File: config.mk
export PLATFORM = sky130hd
export DESIGN_NAME = hub_port_control
export DESIGN_NICKNAME = d
export VERILOG_FILES = /design/src/design/change_buffer.v /design/src/design/hub_port_control.v
export VERILOG_INCLUDE_DIRS = /design/src /design/src/design
export SDC_FILE = /design/constraint.sdc
export NUM_CORES = 1
export LEC_CHECK = 0
export BUFFER_PORTS_ARGS = -buffer_cell sky130_fd_sc_hd__buf_2
export CAP_MARGIN = 15
export CORE_MARGIN = 3
export CORE_UTILIZATION = 45
export CTS_CLUSTER_SIZE = 40
export DETAILED_ROUTE_END_ITERATION = 7
export PLACE_DENSITY = 0.67
export SYNTH_ARGS = -nofsm -noshare
export SYNTH_HDL_FRONTEND = slang
export SYNTH_HIERARCHICAL = 1
export SYNTH_SLANG_ARGS = --single-unit
export TNS_END_PERCENT = 1
File: constraint.sdc
create_clock -name clock_i -period 1.97 [get_ports clock_i]
set_input_delay 0 -clock clock_i [delete_from_list [all_inputs] [get_ports clock_i]]
set_output_delay 0 -clock clock_i [all_outputs]
set_load 0.005 [all_outputs]
File: src/design/hub_consts.vh
`ifndef HUB_CONSTS_VH
`define HUB_CONSTS_VH

// clock and derived timing
`define CLK_MHZ           125
`define PORT_RESET_US     10000
`define PORT_RESET_CYC    (`PORT_RESET_US * `CLK_MHZ)
`define CHIRP_US          1000
`define CHIRP_CYC         (`CHIRP_US * `CLK_MHZ)
`define SPI_DIV           8

// serial memory access
`define MEM_READ_CMD      8'h03
`define MEM_START_ADDR    8'h00
`define MEM_HDR_BITS      16
`define MEM_CFG_BYTES     8
`define LOAD_EXT_A        8'hd2
`define LOAD_EXT_B        8'hd4

// configuration byte positions within the loaded image
`define CFG_CODE          0
`define CFG_VID_LO        1
`define CFG_VID_HI        2
`define CFG_PID_LO        3
`define CFG_PID_HI        4
`define CFG_DID_LO        5
`define CFG_DID_HI        6
`define CFG_PORTS         7
`define CFG_PORTS_RST     8'h00

// host request codes
`define REQ_SET_ADDR      4'h1
`define REQ_SET_CONFIG    4'h2
`define REQ_SET_POWER     4'h3
`define REQ_CLR_POWER     4'h4
`define REQ_SET_RESET     4'h5
`define REQ_CLR_ENABLE    4'h6
`define REQ_SET_SUSPEND   4'h7
`define REQ_CLR_SUSPEND   4'h8
`define REQ_IND_MANUAL    4'h9
`define REQ_IND_AUTO      4'ha

// change bits reported per port
`define CHG_CONNECT       0
`define CHG_ENABLE        1
`define CHG_SUSPEND       2
`define CHG_RESET         3

// token identification
`define PID_TOKEN_OUT     4'h1
`define PID_TOKEN_IN      4'h9
`define PID_TOKEN_SETUP   4'hd

`endif

File: src/design/change_buffer.v
`timescale 1ns/1ns
module change_buffer #(
  parameter WIDTH = 8
) (
  input  wire             clock_i,
  input  wire             rst_n_i,
  input  wire             in_valid_i,
  output wire             in_ready_o,
  input  wire [WIDTH-1:0] in_data_i,
  output wire             out_valid_o,
  input  wire             out_ready_i,
  output reg  [WIDTH-1:0] out_data_o
);
  // two entries: head drives the port from a flop, tail catches a stall
  reg [WIDTH-1:0] tail_q;
  reg             head_v_q;
  reg             tail_v_q;
  wire            push;
  wire            pop;

  assign in_ready_o  = ~tail_v_q;
  assign out_valid_o = head_v_q;
  assign push        = in_valid_i & ~tail_v_q;
  assign pop         = head_v_q & out_ready_i;

  always @(posedge clock_i or negedge rst_n_i) begin
    if (!rst_n_i) begin
      head_v_q   <= 1'b0;
      tail_v_q   <= 1'b0;
      out_data_o <= {WIDTH{1'b0}};
      tail_q     <= {WIDTH{1'b0}};
    end else begin
      if (pop) begin
        if (tail_v_q) begin
          out_data_o <= tail_q;
          tail_v_q   <= 1'b0;
          if (push) begin
            tail_q   <= in_data_i;
            tail_v_q <= 1'b1;
          end
        end else if (push) begin
          out_data_o <= in_data_i;
        end else begin
          head_v_q <= 1'b0;
        end
      end else if (push) begin
        if (head_v_q) begin
          tail_q   <= in_data_i;
          tail_v_q <= 1'b1;
        end else begin
          out_data_o <= in_data_i;
          head_v_q   <= 1'b1;
        end
      end
    end
  end
endmodule // change_buffer

File: src/design/hub_port_control.v
`timescale 1ns/1ns
`include "hub_consts.vh"

module hub_port_control #(
  parameter PORTS     = 4,
  parameter RESET_CYC = `PORT_RESET_CYC,
  parameter CHIRP_CYC = `CHIRP_CYC
) (
  input  wire             clock_i,
  input  wire             rst_n_i,
  output reg              mem_sclk_o,
  output reg              mem_cs_n_o,
  output reg              mem_mosi_o,
  input  wire             mem_miso_i,
  output reg  [15:0]      vendor_id_o,
  output reg  [15:0]      product_id_o,
  output reg  [15:0]      device_id_o,
  output reg  [3:0]       removable_o,
  input  wire             upstream_bus_power_sense_i,
  input  wire             bus_reset_i,
  input  wire             host_chirp_i,
  input  wire             hub_suspended_i,
  output reg              pullup_o,
  output reg              chirp_o,
  output reg              high_speed_o,
  output reg              resume_upstream_o,
  input  wire             req_valid_i,
  output wire             req_ready_o,
  input  wire [3:0]       req_code_i,
  input  wire [1:0]       req_port_i,
  input  wire [6:0]       req_value_i,
  output reg  [6:0]       address_o,
  output reg  [7:0]       config_value_o,
  input  wire             token_valid_i,
  input  wire [3:0]       token_pid_i,
  input  wire [6:0]       token_addr_i,
  output reg              token_hit_o,
  input  wire [PORTS-1:0] connect_i,
  input  wire [PORTS-1:0] hs_device_i,
  input  wire [PORTS-1:0] nonidle_i,
  input  wire [PORTS-1:0] wake_i,
  input  wire             eof2_i,
  input  wire             packet_end_i,
  input  wire [PORTS-1:0] want_up_i,
  output reg  [PORTS-1:0] se0_drive_o,
  output reg  [PORTS-1:0] power_o,
  output reg  [PORTS-1:0] reset_drive_o,
  output reg  [PORTS-1:0] enabled_o,
  output reg  [PORTS-1:0] suspended_o,
  output reg  [PORTS-1:0] green_o,
  output reg  [PORTS-1:0] via_tt_o,
  output reg  [PORTS-1:0] fs_only_o,
  output reg  [PORTS-1:0] up_path_o,
  output wire             change_valid_o,
  input  wire             change_ready_i,
  output wire [7:0]       change_data_o
);
  localparam S_LOAD   = 3'd0;
  localparam S_NOVBUS = 3'd1;
  localparam S_ATTACH = 3'd2;
  localparam S_CHIRP  = 3'd3;
  localparam S_RUN    = 3'd4;
  localparam LOAD_BITS = `MEM_HDR_BITS + 8 * `MEM_CFG_BYTES;

  reg  [2:0]  state_q;
  reg  [3:0]  div_q;
  reg  [6:0]  bit_q;
  reg  [15:0] hdr_q;
  reg  [7:0]  rx_q;
  reg  [7:0]  code_q;
  reg  [3:0]  usable_q;
  reg  [20:0] chirp_cnt_q;
  reg         manual_ind_q;
  reg  [PORTS-1:0] ind_q;
  wire        spi_tick;
  wire        configured;
  wire        req_take;
  wire        ext_load;
  wire [7:0]  byte_in;
  wire [2:0]  byte_idx;

  assign spi_tick    = (div_q == `SPI_DIV - 1);
  assign configured  = (config_value_o != 8'h00);
  assign req_ready_o = (state_q == S_RUN);
  assign req_take    = req_valid_i & req_ready_o;
  assign ext_load    = (code_q == `LOAD_EXT_A) || (code_q == `LOAD_EXT_B);
  assign byte_in     = {rx_q[6:0], mem_miso_i};
  assign byte_idx    = bit_q[5:3] - 3'd2;

  // serial memory load and upstream attach sequence
  always @(posedge clock_i or negedge rst_n_i) begin
    if (!rst_n_i) begin
      state_q      <= S_LOAD;
      div_q        <= 4'h0;
      bit_q        <= 7'h00;
      hdr_q        <= {`MEM_READ_CMD, `MEM_START_ADDR};
      rx_q         <= 8'h00;
      code_q       <= 8'h00;
      usable_q     <= 4'hf;
      removable_o  <= 4'h0;
      vendor_id_o  <= 16'h0000;
      product_id_o <= 16'h0000;
      device_id_o  <= 16'h0000;
      mem_sclk_o   <= 1'b0;
      mem_cs_n_o   <= 1'b1;
      mem_mosi_o   <= 1'b0;
      pullup_o     <= 1'b0;
      chirp_o      <= 1'b0;
      high_speed_o <= 1'b0;
      chirp_cnt_q  <= 21'h0;
      address_o    <= 7'h00;
      config_value_o <= 8'h00;
    end else begin
      div_q <= spi_tick ? 4'h0 : div_q + 4'h1;
      case (state_q)
        S_LOAD: begin
          if (spi_tick) begin
            if (mem_cs_n_o) begin
              mem_cs_n_o <= 1'b0;
              mem_mosi_o <= hdr_q[15];
              hdr_q      <= {hdr_q[14:0], 1'b0};
            end else if (!mem_sclk_o) begin
              mem_sclk_o <= 1'b1;
              rx_q       <= byte_in;
              if (bit_q >= `MEM_HDR_BITS && bit_q[2:0] == 3'h7) begin
                case (byte_idx)
                  `CFG_CODE:   code_q <= byte_in;
                  `CFG_VID_LO: vendor_id_o[7:0]   <= byte_in;
                  `CFG_VID_HI: vendor_id_o[15:8]  <= byte_in;
                  `CFG_PID_LO: product_id_o[7:0]  <= byte_in;
                  `CFG_PID_HI: product_id_o[15:8] <= byte_in;
                  `CFG_DID_LO: device_id_o[7:0]   <= byte_in;
                  `CFG_DID_HI: device_id_o[15:8]  <= byte_in;
                  default: begin
                    if (ext_load) begin
                      usable_q    <= byte_in[3:0];
                      removable_o <= byte_in[7:4];
                    end
                  end
                endcase
              end
            end else begin
              mem_sclk_o <= 1'b0;
              mem_mosi_o <= hdr_q[15];
              hdr_q      <= {hdr_q[14:0], 1'b0};
              bit_q      <= bit_q + 7'h01;
              if (bit_q == LOAD_BITS - 1) begin
                mem_cs_n_o <= 1'b1;
                state_q    <= S_NOVBUS;
              end
            end
          end
        end
        S_NOVBUS: begin
          if (upstream_bus_power_sense_i) begin
            pullup_o <= 1'b1;
            state_q  <= S_ATTACH;
          end
        end
        S_ATTACH, S_RUN: begin
          if (!upstream_bus_power_sense_i) begin
            pullup_o     <= 1'b0;
            high_speed_o <= 1'b0;
            address_o    <= 7'h00;
            config_value_o <= 8'h00;
            state_q      <= S_NOVBUS;
          end else if (bus_reset_i) begin
            address_o      <= 7'h00;
            config_value_o <= 8'h00;
            high_speed_o   <= 1'b0;
            pullup_o       <= 1'b1;
            chirp_o        <= 1'b1;
            chirp_cnt_q    <= 21'h0;
            state_q        <= S_CHIRP;
          end else if (req_take && req_code_i == `REQ_SET_ADDR) begin
            address_o <= req_value_i;
          end else if (req_take && req_code_i == `REQ_SET_CONFIG) begin
            config_value_o <= {1'b0, req_value_i};
          end
        end
        S_CHIRP: begin
          if (chirp_cnt_q == CHIRP_CYC - 1)
            chirp_o <= 1'b0;
          else
            chirp_cnt_q <= chirp_cnt_q + 21'h1;
          if (host_chirp_i && !chirp_o) begin
            high_speed_o <= 1'b1;
            pullup_o     <= 1'b0;
          end
          if (!bus_reset_i) begin
            chirp_o <= 1'b0;
            // full speed stays selected when no answer came
            state_q <= S_RUN;
          end
        end
        default: state_q <= S_LOAD;
      endcase
    end
  end

  // token check runs off its own inputs and the address_o held by the hub machine
  always @(posedge clock_i or negedge rst_n_i) begin
    if (!rst_n_i) begin
      token_hit_o <= 1'b0;
    end else begin
      token_hit_o <= token_valid_i && (token_addr_i == address_o) &&
                     (token_pid_i == `PID_TOKEN_OUT ||
                      token_pid_i == `PID_TOKEN_IN ||
                      token_pid_i == `PID_TOKEN_SETUP);
    end
  end

  always @(posedge clock_i or negedge rst_n_i) begin
    if (!rst_n_i) begin
      manual_ind_q <= 1'b0;
      ind_q        <= {PORTS{1'b0}};
    end else if (req_take && req_code_i == `REQ_IND_MANUAL) begin
      manual_ind_q <= 1'b1;
      ind_q        <= req_value_i[PORTS-1:0];
    end else if (req_take && req_code_i == `REQ_IND_AUTO) begin
      manual_ind_q <= 1'b0;
    end
  end

  // per-port state; change bits are sticky until the scanner takes them
  reg  [3:0]  chg_q [0:PORTS-1];
  wire [PORTS-1:0] pend;
  reg  [PORTS-1:0] take;
  reg  [1:0]  pick;
  reg         found;
  wire        buf_ready;
  genvar g;

  generate
    for (g = 0; g < PORTS; g = g + 1) begin : port
      reg [20:0] rst_cnt_q;
      reg        armed_q;
      reg        conn_q;
      wire       named;
      wire       usable;
      wire [3:0] chg_set;
      assign named  = req_take && (req_port_i == g);
      assign usable = usable_q[g];
      assign pend[g] = (chg_q[g] != 4'h0);
      assign chg_set[`CHG_CONNECT] = power_o[g] && (conn_q != connect_i[g]);
      assign chg_set[`CHG_ENABLE]  = enabled_o[g] &&
                                     ((armed_q && eof2_i && nonidle_i[g]) ||
                                      !connect_i[g]);
      assign chg_set[`CHG_SUSPEND] = suspended_o[g] && wake_i[g] &&
                                     !hub_suspended_i;
      assign chg_set[`CHG_RESET]   = reset_drive_o[g] &&
                                     (rst_cnt_q == RESET_CYC - 1);

      always @(posedge clock_i or negedge rst_n_i) begin
        if (!rst_n_i) begin
          chg_q[g]         <= 4'h0;
          rst_cnt_q        <= 21'h0;
          armed_q          <= 1'b0;
          conn_q           <= 1'b0;
          se0_drive_o[g]   <= 1'b1;
          power_o[g]       <= 1'b0;
          reset_drive_o[g] <= 1'b0;
          enabled_o[g]     <= 1'b0;
          suspended_o[g]   <= 1'b0;
        end else begin
          // a new event wins over the scanner taking the old one
          chg_q[g] <= (chg_q[g] & {4{~take[g]}}) | chg_set;
          conn_q   <= power_o[g] & connect_i[g];
          if (!configured || !usable) begin
            se0_drive_o[g]   <= 1'b1;
            power_o[g]       <= 1'b0;
            reset_drive_o[g] <= 1'b0;
            enabled_o[g]     <= 1'b0;
            suspended_o[g]   <= 1'b0;
            armed_q          <= 1'b0;
          end else begin
            se0_drive_o[g] <= 1'b0;
            if (named && req_code_i == `REQ_SET_POWER)
              power_o[g] <= 1'b1;
            else if (named && req_code_i == `REQ_CLR_POWER)
              power_o[g] <= 1'b0;
            if (!power_o[g] || !connect_i[g]) begin
              enabled_o[g]     <= 1'b0;
              reset_drive_o[g] <= 1'b0;
              suspended_o[g]   <= 1'b0;
              armed_q          <= 1'b0;
            end else if (reset_drive_o[g]) begin
              rst_cnt_q <= rst_cnt_q + 21'h1;
              if (rst_cnt_q == RESET_CYC - 1) begin
                reset_drive_o[g] <= 1'b0;
                enabled_o[g]     <= 1'b1;
              end
            end else if (named && req_code_i == `REQ_SET_RESET) begin
              reset_drive_o[g] <= 1'b1;
              enabled_o[g]     <= 1'b0;
              suspended_o[g]   <= 1'b0;
              armed_q          <= 1'b0;
              rst_cnt_q        <= 21'h0;
            end else if (enabled_o[g]) begin
              armed_q <= 1'b1;
              if (armed_q && eof2_i && nonidle_i[g]) begin
                enabled_o[g] <= 1'b0;
                armed_q      <= 1'b0;
              end else if (named && req_code_i == `REQ_CLR_ENABLE) begin
                enabled_o[g]   <= 1'b0;
                suspended_o[g] <= 1'b0;
                armed_q        <= 1'b0;
              end else if (named && req_code_i == `REQ_SET_SUSPEND) begin
                suspended_o[g] <= 1'b1;
              end else if (named && req_code_i == `REQ_CLR_SUSPEND) begin
                suspended_o[g] <= 1'b0;
              end else if (suspended_o[g] && wake_i[g]) begin
                suspended_o[g] <= 1'b0;
              end
            end
          end
        end
      end

      always @(posedge clock_i or negedge rst_n_i) begin
        if (!rst_n_i) begin
          green_o[g]   <= 1'b0;
          via_tt_o[g]  <= 1'b0;
          fs_only_o[g] <= 1'b0;
          up_path_o[g] <= 1'b0;
        end else begin
          green_o[g]   <= manual_ind_q ? ind_q[g] :
                          (enabled_o[g] & ~suspended_o[g]);
          via_tt_o[g]  <= high_speed_o & enabled_o[g] &
                          ~hs_device_i[g];
          fs_only_o[g] <= ~high_speed_o & hs_device_i[g];
          // path opens only at a packet end; it closes at once when the port is disabled or disconnected
          if (packet_end_i || !up_path_o[g])
            up_path_o[g] <= want_up_i[g] & enabled_o[g] & ~suspended_o[g] &
                            ~(eof2_i & nonidle_i[g]) &
                            connect_i[g];
          if (up_path_o[g] && !(enabled_o[g] && connect_i[g]))
            up_path_o[g] <= 1'b0;
          if (!packet_end_i && !up_path_o[g])
            up_path_o[g] <= 1'b0;
        end
      end
    end
  endgenerate

  // lowest pending port goes first; a full buffer stalls the scanner
  integer i;
  always @* begin
    pick  = 2'd0;
    found = 1'b0;
    take  = {PORTS{1'b0}};
    for (i = PORTS - 1; i >= 0; i = i - 1) begin
      if (pend[i]) begin
        pick  = i[1:0];
        found = 1'b1;
      end
    end
    if (found && buf_ready)
      take[pick] = 1'b1;
  end

  change_buffer #(
    .WIDTH (8)
  ) change_fifo (
    .clock_i     (clock_i),
    .rst_n_i     (rst_n_i),
    .in_valid_i  (found),
    .in_ready_o  (buf_ready),
    .in_data_i   ({2'b00, pick, chg_q[pick]}),
    .out_valid_o (change_valid_o),
    .out_ready_i (change_ready_i),
    .out_data_o  (change_data_o)
  );

  always @(posedge clock_i or negedge rst_n_i) begin
    if (!rst_n_i)
      resume_upstream_o <= 1'b0;
    else
      resume_upstream_o <= hub_suspended_i &
                           |(suspended_o & wake_i);
  end
endmodule // hub_port_control

==> summary by stage <==
Detailed routing
The per-cell via count in the routed design is 5.577. The overall routed net length is 40.73 mm. The initial DRC count is 917. The final route contains 12487 vias. The count of nets left with antenna violations once routing finished came out at 0. After detailed routing, the average wire length per cell comes to 18.19 um.

In the routed design, unresolved DRC markers number 0. The first TritonRoute pass finished after 5 iterations.

Clock network
The clock drives 303 sinks. The clock tree root buffer cell is sky130_fd_sc_hd__clkbuf_16. The largest buffer count on any clock path is 3. The clock tree from TritonCTS is done. The total CTS buffers is 34. The depth of the CTS H-tree is 2. The clock transition at the register clock pins on the worst setup and hold paths after CTS is 0.06 ns. The later-pin clock latency in the skew report is 0.51 ns.

Logic synthesis
Summing every instance area after synthesis gives 14610 um^2. During synthesis, Yosys emitted a total of 6 warnings. The sequential fraction of the synthesis area is 51.99%.

The share of async-settable or async-resettable flops after synthesis is 100.0%. The total of flip-flops plus latches after synthesis is 303. The top-area cell type share of the netlist area is 50.01%. For this run, the leading register cell type out of synthesis is sky130_fd_sc_hd__dfrtp_1. The number of different library cells used by synthesis comes to 78. Yosys mapped a number of flops with a built-in enable equal to 0.

Synthesis handed over a netlist of 1403 instances. Ranked by total cell area, the synthesized netlist is headed by sky130_fd_sc_hd__dfrtp_1, sky130_fd_sc_hd__mux2_2, sky130_fd_sc_hd__nor2_1. Summed over all instances, the cell type with the most area after synthesis is sky130_fd_sc_hd__dfrtp_1. Each instance of the synthesized netlist takes up on average 10.41 um^2.

Critical path
The signal on the critical path passes through ha_2 -> ha_2 -> nand3_2 -> nor4_4 -> and3_4 -> buf_4 -> mux2_2. The delay contributed by the slowest stage of the critical path is 0.39 ns. The start-to-end type of the worst setup path is register to register. The most frequent cell on the critical path is sky130_fd_sc_hd__ha_2.

The worst endpoint required time is 2.37 ns. The worst setup path is captured at a register. The critical path's slowest cell is sky130_fd_sc_hd__dfrtp_1.

Data arrives at the worst endpoint at 2.42 ns. In this run the critical register-to-register path is launched from bit_q[1]$_DFFE_PN0P_. The buffers plus inverters on the worst setup path is 1. For the worst flop-to-flop path, the logic depth is 7. The worst setup path is launched from a register. The register-to-register setup slack is -0.05 ns. The largest fanout of any net on the critical path is 4. The category of cells accounting for the largest share of critical-path delay is simple AND/OR/NAND/NOR gates.

The endpoint identified for the worst register-to-register timing path is removable_o[0]$_DFFE_PN0P_.

Final layout
The proportion of layout cells with a drive suffix above 1 is 33.65%. From synthesis to final layout, the design area changed by 31.71%. The final layout contains 1847 nets. The number of antenna cells inserted is 0. The number of cells in the finished layout apart from fillers is 2239. The most frequent standard cell in the layout excluding fill and tap cells is sky130_fd_sc_hd__dfrtp_1. Once layout is done, the placed cells without fillers occupy 19240 um^2. Leaving out fill and tap cells, the most frequent cells in the layout are sky130_fd_sc_hd__dfrtp_1, sky130_fd_sc_hd__buf_2, sky130_fd_sc_hd__buf_4.

Timing
At the pin with the least slew margin, the transition time is 0.8302 ns. Timing would allow up to 494.6 MHz. In the post-route analysis, the smallest setup slack over all paths is -0.05175 ns.

The total of endpoints with negative setup slack in the final report is 14. Of the available clock period, the critical path in the final layout requires 102.6%. The final-report hold violation count was 0. The clock skew is 0.01521 ns. The final critical path time including I/O delays and setup is 2.022 ns. The worst pin sits at a relative slew slack of 44.14%. Setup repair after global routing could not meet its margin everywhere. The number of max-slew violations in the final report was 0.

Pwr
The net switching power of the design is 4.765 mW. The static leakage power is 8.962 nW. The switching share of power is 28.24%.

The internal power of the cells totals 12.11 mW. Dividing total power by cell area gives a power density of 876.7 nW/um^2. The combinational share of power is 17.2%. The peak ir drop on the vdd network is 0.7676 mV. The relative contribution of sequential cells to total power is 44.3%. Of the total power, the clock network draws 38.4%.

Placement
In this run the cell area measured after placement is 17230 um^2. After detailed placement, the design holds a cell count of 2125. Port buffering added 175 buffers. Once detailed placement completed, the half-perimeter wirelength came to 29.00 mm. At the end of routability-driven placement, the weighted congestion stood at 0.9255.

Hold path
The depth of the worst hold-timing path is 4. The path with the worst hold slack has its endpoint at chg_q[5]$_DFF_PN0_. The path category of the worst min-delay check is input pin to register. The start point of the worst hold path is nonidle_i[2].

Floorplanning
In this run the horizontal extent of the chip is 186.2 um. The floorplan has 65 rows. The starting utilization of the core area is 45.95%.

During I/O placement, the number of pins put on the boundary was 177. The placeable core area is 31800 um^2. The die is 186.2 um tall.

The floorplan step defined a die boundary enclosing 34670 um^2.

GRT
The global-route total usage across every layer is 23.00%. Summed over all layers, the global routing overflow is 0. Entering global routing, the biggest net connects 70 pins.

The first global-routing pass estimated 64.06 mm of wire. The initial antenna violation count is 3. The via count of the first global-routing pass is 12102.

Status
The run finished, with violations left. The checks that failed: setup timing.

Flow run
The max-capacitance violation count is 0.
[what timing repair did]
| item | CTS | global route |
|---|---|---|
| gates cloned | 0 | 1 |
| hold buffers | 43 | 0 |
| endpoints found under the hold margin | 332 | 0 |
| endpoints found under the setup margin | 54 | 141 |
| gates resized for setup | 13 | 75 |
| pin swaps | 7 | 35 |
| buffers inserted | 1 | 8 |
[per-layer routing]
layer | up-vias | GRT usage (%) | part of all wire, %
met3 | 79 | 4.823 | 6.9
li1 | 5852 | - | -
met5 | - | 0 | 0.083
met4 | 6 | 6.792 | 2.8
met2 | 446 | 37.84 | 47
met1 | 6104 | 31.00 | 43
[sequential cells by signal, summed over array words and instances, names as in the netlist, 7 cells and up]
register                count
device_id_o                16
code_q                      8
product_id_o               16
hdr_q                       8
vendor_id_o                16
change_fifo/out_data_o      8
rx_q                        7
chg_q                      16
chirp_cnt_q                21
address_o                   7
config_value_o              7
port.rst_cnt_q             84
change_fifo/tail_q          8
bit_q                       7
[area by class of cell]
type | instances | area (um^2)
Multi-Input combinational cell | 1010 | 6962
Tap cell | 435 | 544.3
Sequential cell | 303 | 7599
Fill cell | 2608 | 12550
Clock inverter | 17 | 198.9
Timing Repair Buffer | 387 | 2820
Inverter | 43 | 161.4
Clock buffer | 44 | 959.7
[worst min-delay path, cell delays in order]
cell	delay [ns]
sky130_fd_sc_hd__buf_2	0.13
sky130_fd_sc_hd__nand3_1	0.14
sky130_fd_sc_hd__nand2_1	0.11
sky130_fd_sc_hd__a22o_1	0.11
[stage by stage]
step | worst slack (ns) | TNS [ns] | util [%] | hold slack (ns) | power (mW)
floorplan | -0.1259 | -1.504 | - | -0.2956 | 8.779
global placement | -0.09087 | -0.9138 | 54.17 | 0.03692 | 10.09
detailed placement | -0.1204 | -2.072 | 54.17 | 0.04435 | 10.19
CTS | -0.09729 | -0.1737 | 59.34 | 0.002197 | 16.86
global route | -0.1467 | -4.150 | 60.52 | 0.02468 | 17.64
finish | -0.05175 | -0.3686 | 60.52 | 0.01758 | 16.87
[cell families after synthesis]
family | Yosys count | share of synthesized area [%]
AND/OR/NAND/NOR | 543 | 19.87
flip-flops | 303 | 51.99
AO/OA/AOI/OAI | 264 | 11.13
multiplexers | 115 | 9.008
buffers and inverters | 96 | 2.817
XOR/XNOR | 69 | 4.136
adder cells (fa/ha/maj) | 12 | 1.028
other | 1 | 0.02566
[how the worst max path moves through the flow]
stage	startpoint	to	slack, ns	cells past startpoint
after global placement	config_value_o[2]$_DFFE_PN0P_	port[1].rst_cnt_q[0]$_DFFE_PN0P_	-0.09	7
after floorplan	bit_q[4]$_DFFE_PN0P_	removable_o[0]$_DFFE_PN0P_	-0.13	7
after CTS	state_q[1]$_DFFE_PN0P_	port[1].rst_cnt_q[11]$_DFFE_PN0P_	-0.1	6
after global routing	bit_q[1]$_DFFE_PN0P_	removable_o[0]$_DFFE_PN0P_	-0.15	7
after detailed placement	config_value_o[2]$_DFFE_PN0P_	port[0].rst_cnt_q[20]$_DFFE_PN0P_	-0.12	6
final	bit_q[1]$_DFFE_PN0P_	removable_o[0]$_DFFE_PN0P_	-0.05	7
[synthesized netlist by cell type, types with 6 or more instances]
cell type / number
sky130_fd_sc_hd__o22ai_1: 13
sky130_fd_sc_hd__a21o_1: 10
sky130_fd_sc_hd__o21ai_0: 80
sky130_fd_sc_hd__dfstp_2: 11
sky130_fd_sc_hd__nand2b_1: 17
sky130_fd_sc_hd__inv_1: 42
sky130_fd_sc_hd__a211oi_1: 9
sky130_fd_sc_hd__nor2_1: 111
sky130_fd_sc_hd__mux2_4: 8
sky130_fd_sc_hd__or3_1: 17
sky130_fd_sc_hd__nand3_1: 61
sky130_fd_sc_hd__nor3_1: 32
sky130_fd_sc_hd__buf_2: 14
sky130_fd_sc_hd__dfrtp_1: 292
sky130_fd_sc_hd__nor3b_1: 6
sky130_fd_sc_hd__xnor2_1: 43
sky130_fd_sc_hd__a21oi_1: 79
sky130_fd_sc_hd__a22o_1: 15
sky130_fd_sc_hd__nor2b_1: 11
sky130_fd_sc_hd__xor2_1: 26
sky130_fd_sc_hd__buf_1: 6
sky130_fd_sc_hd__nor4b_1: 10
sky130_fd_sc_hd__o31ai_1: 16
sky130_fd_sc_hd__and3_1: 18
sky130_fd_sc_hd__nand4_1: 46
sky130_fd_sc_hd__nand2_1: 109
sky130_fd_sc_hd__and2_1: 17
sky130_fd_sc_hd__a31oi_1: 7
sky130_fd_sc_hd__ha_1: 12
sky130_fd_sc_hd__nor4_1: 33
sky130_fd_sc_hd__o211ai_1: 10
sky130_fd_sc_hd__mux2_2: 100
sky130_fd_sc_hd__or4_1: 16
sky130_fd_sc_hd__mux2i_1: 7
sky130_fd_sc_hd__clkbuf_1: 27
[power groups by stage]
stage / Sequential (mW) / Clock, mW / Combinational, mW
global placement: 7.51 / 0 / 2.58
detailed placement: 7.54 / 0 / 2.66
floorplan: 7.33 / 0 / 1.45
global route: 7.56 / 6.89 / 3.20
CTS: 7.44 / 6.63 / 2.79
finish: 7.48 / 6.49 / 2.91
(Power assumes the default switching activity.)
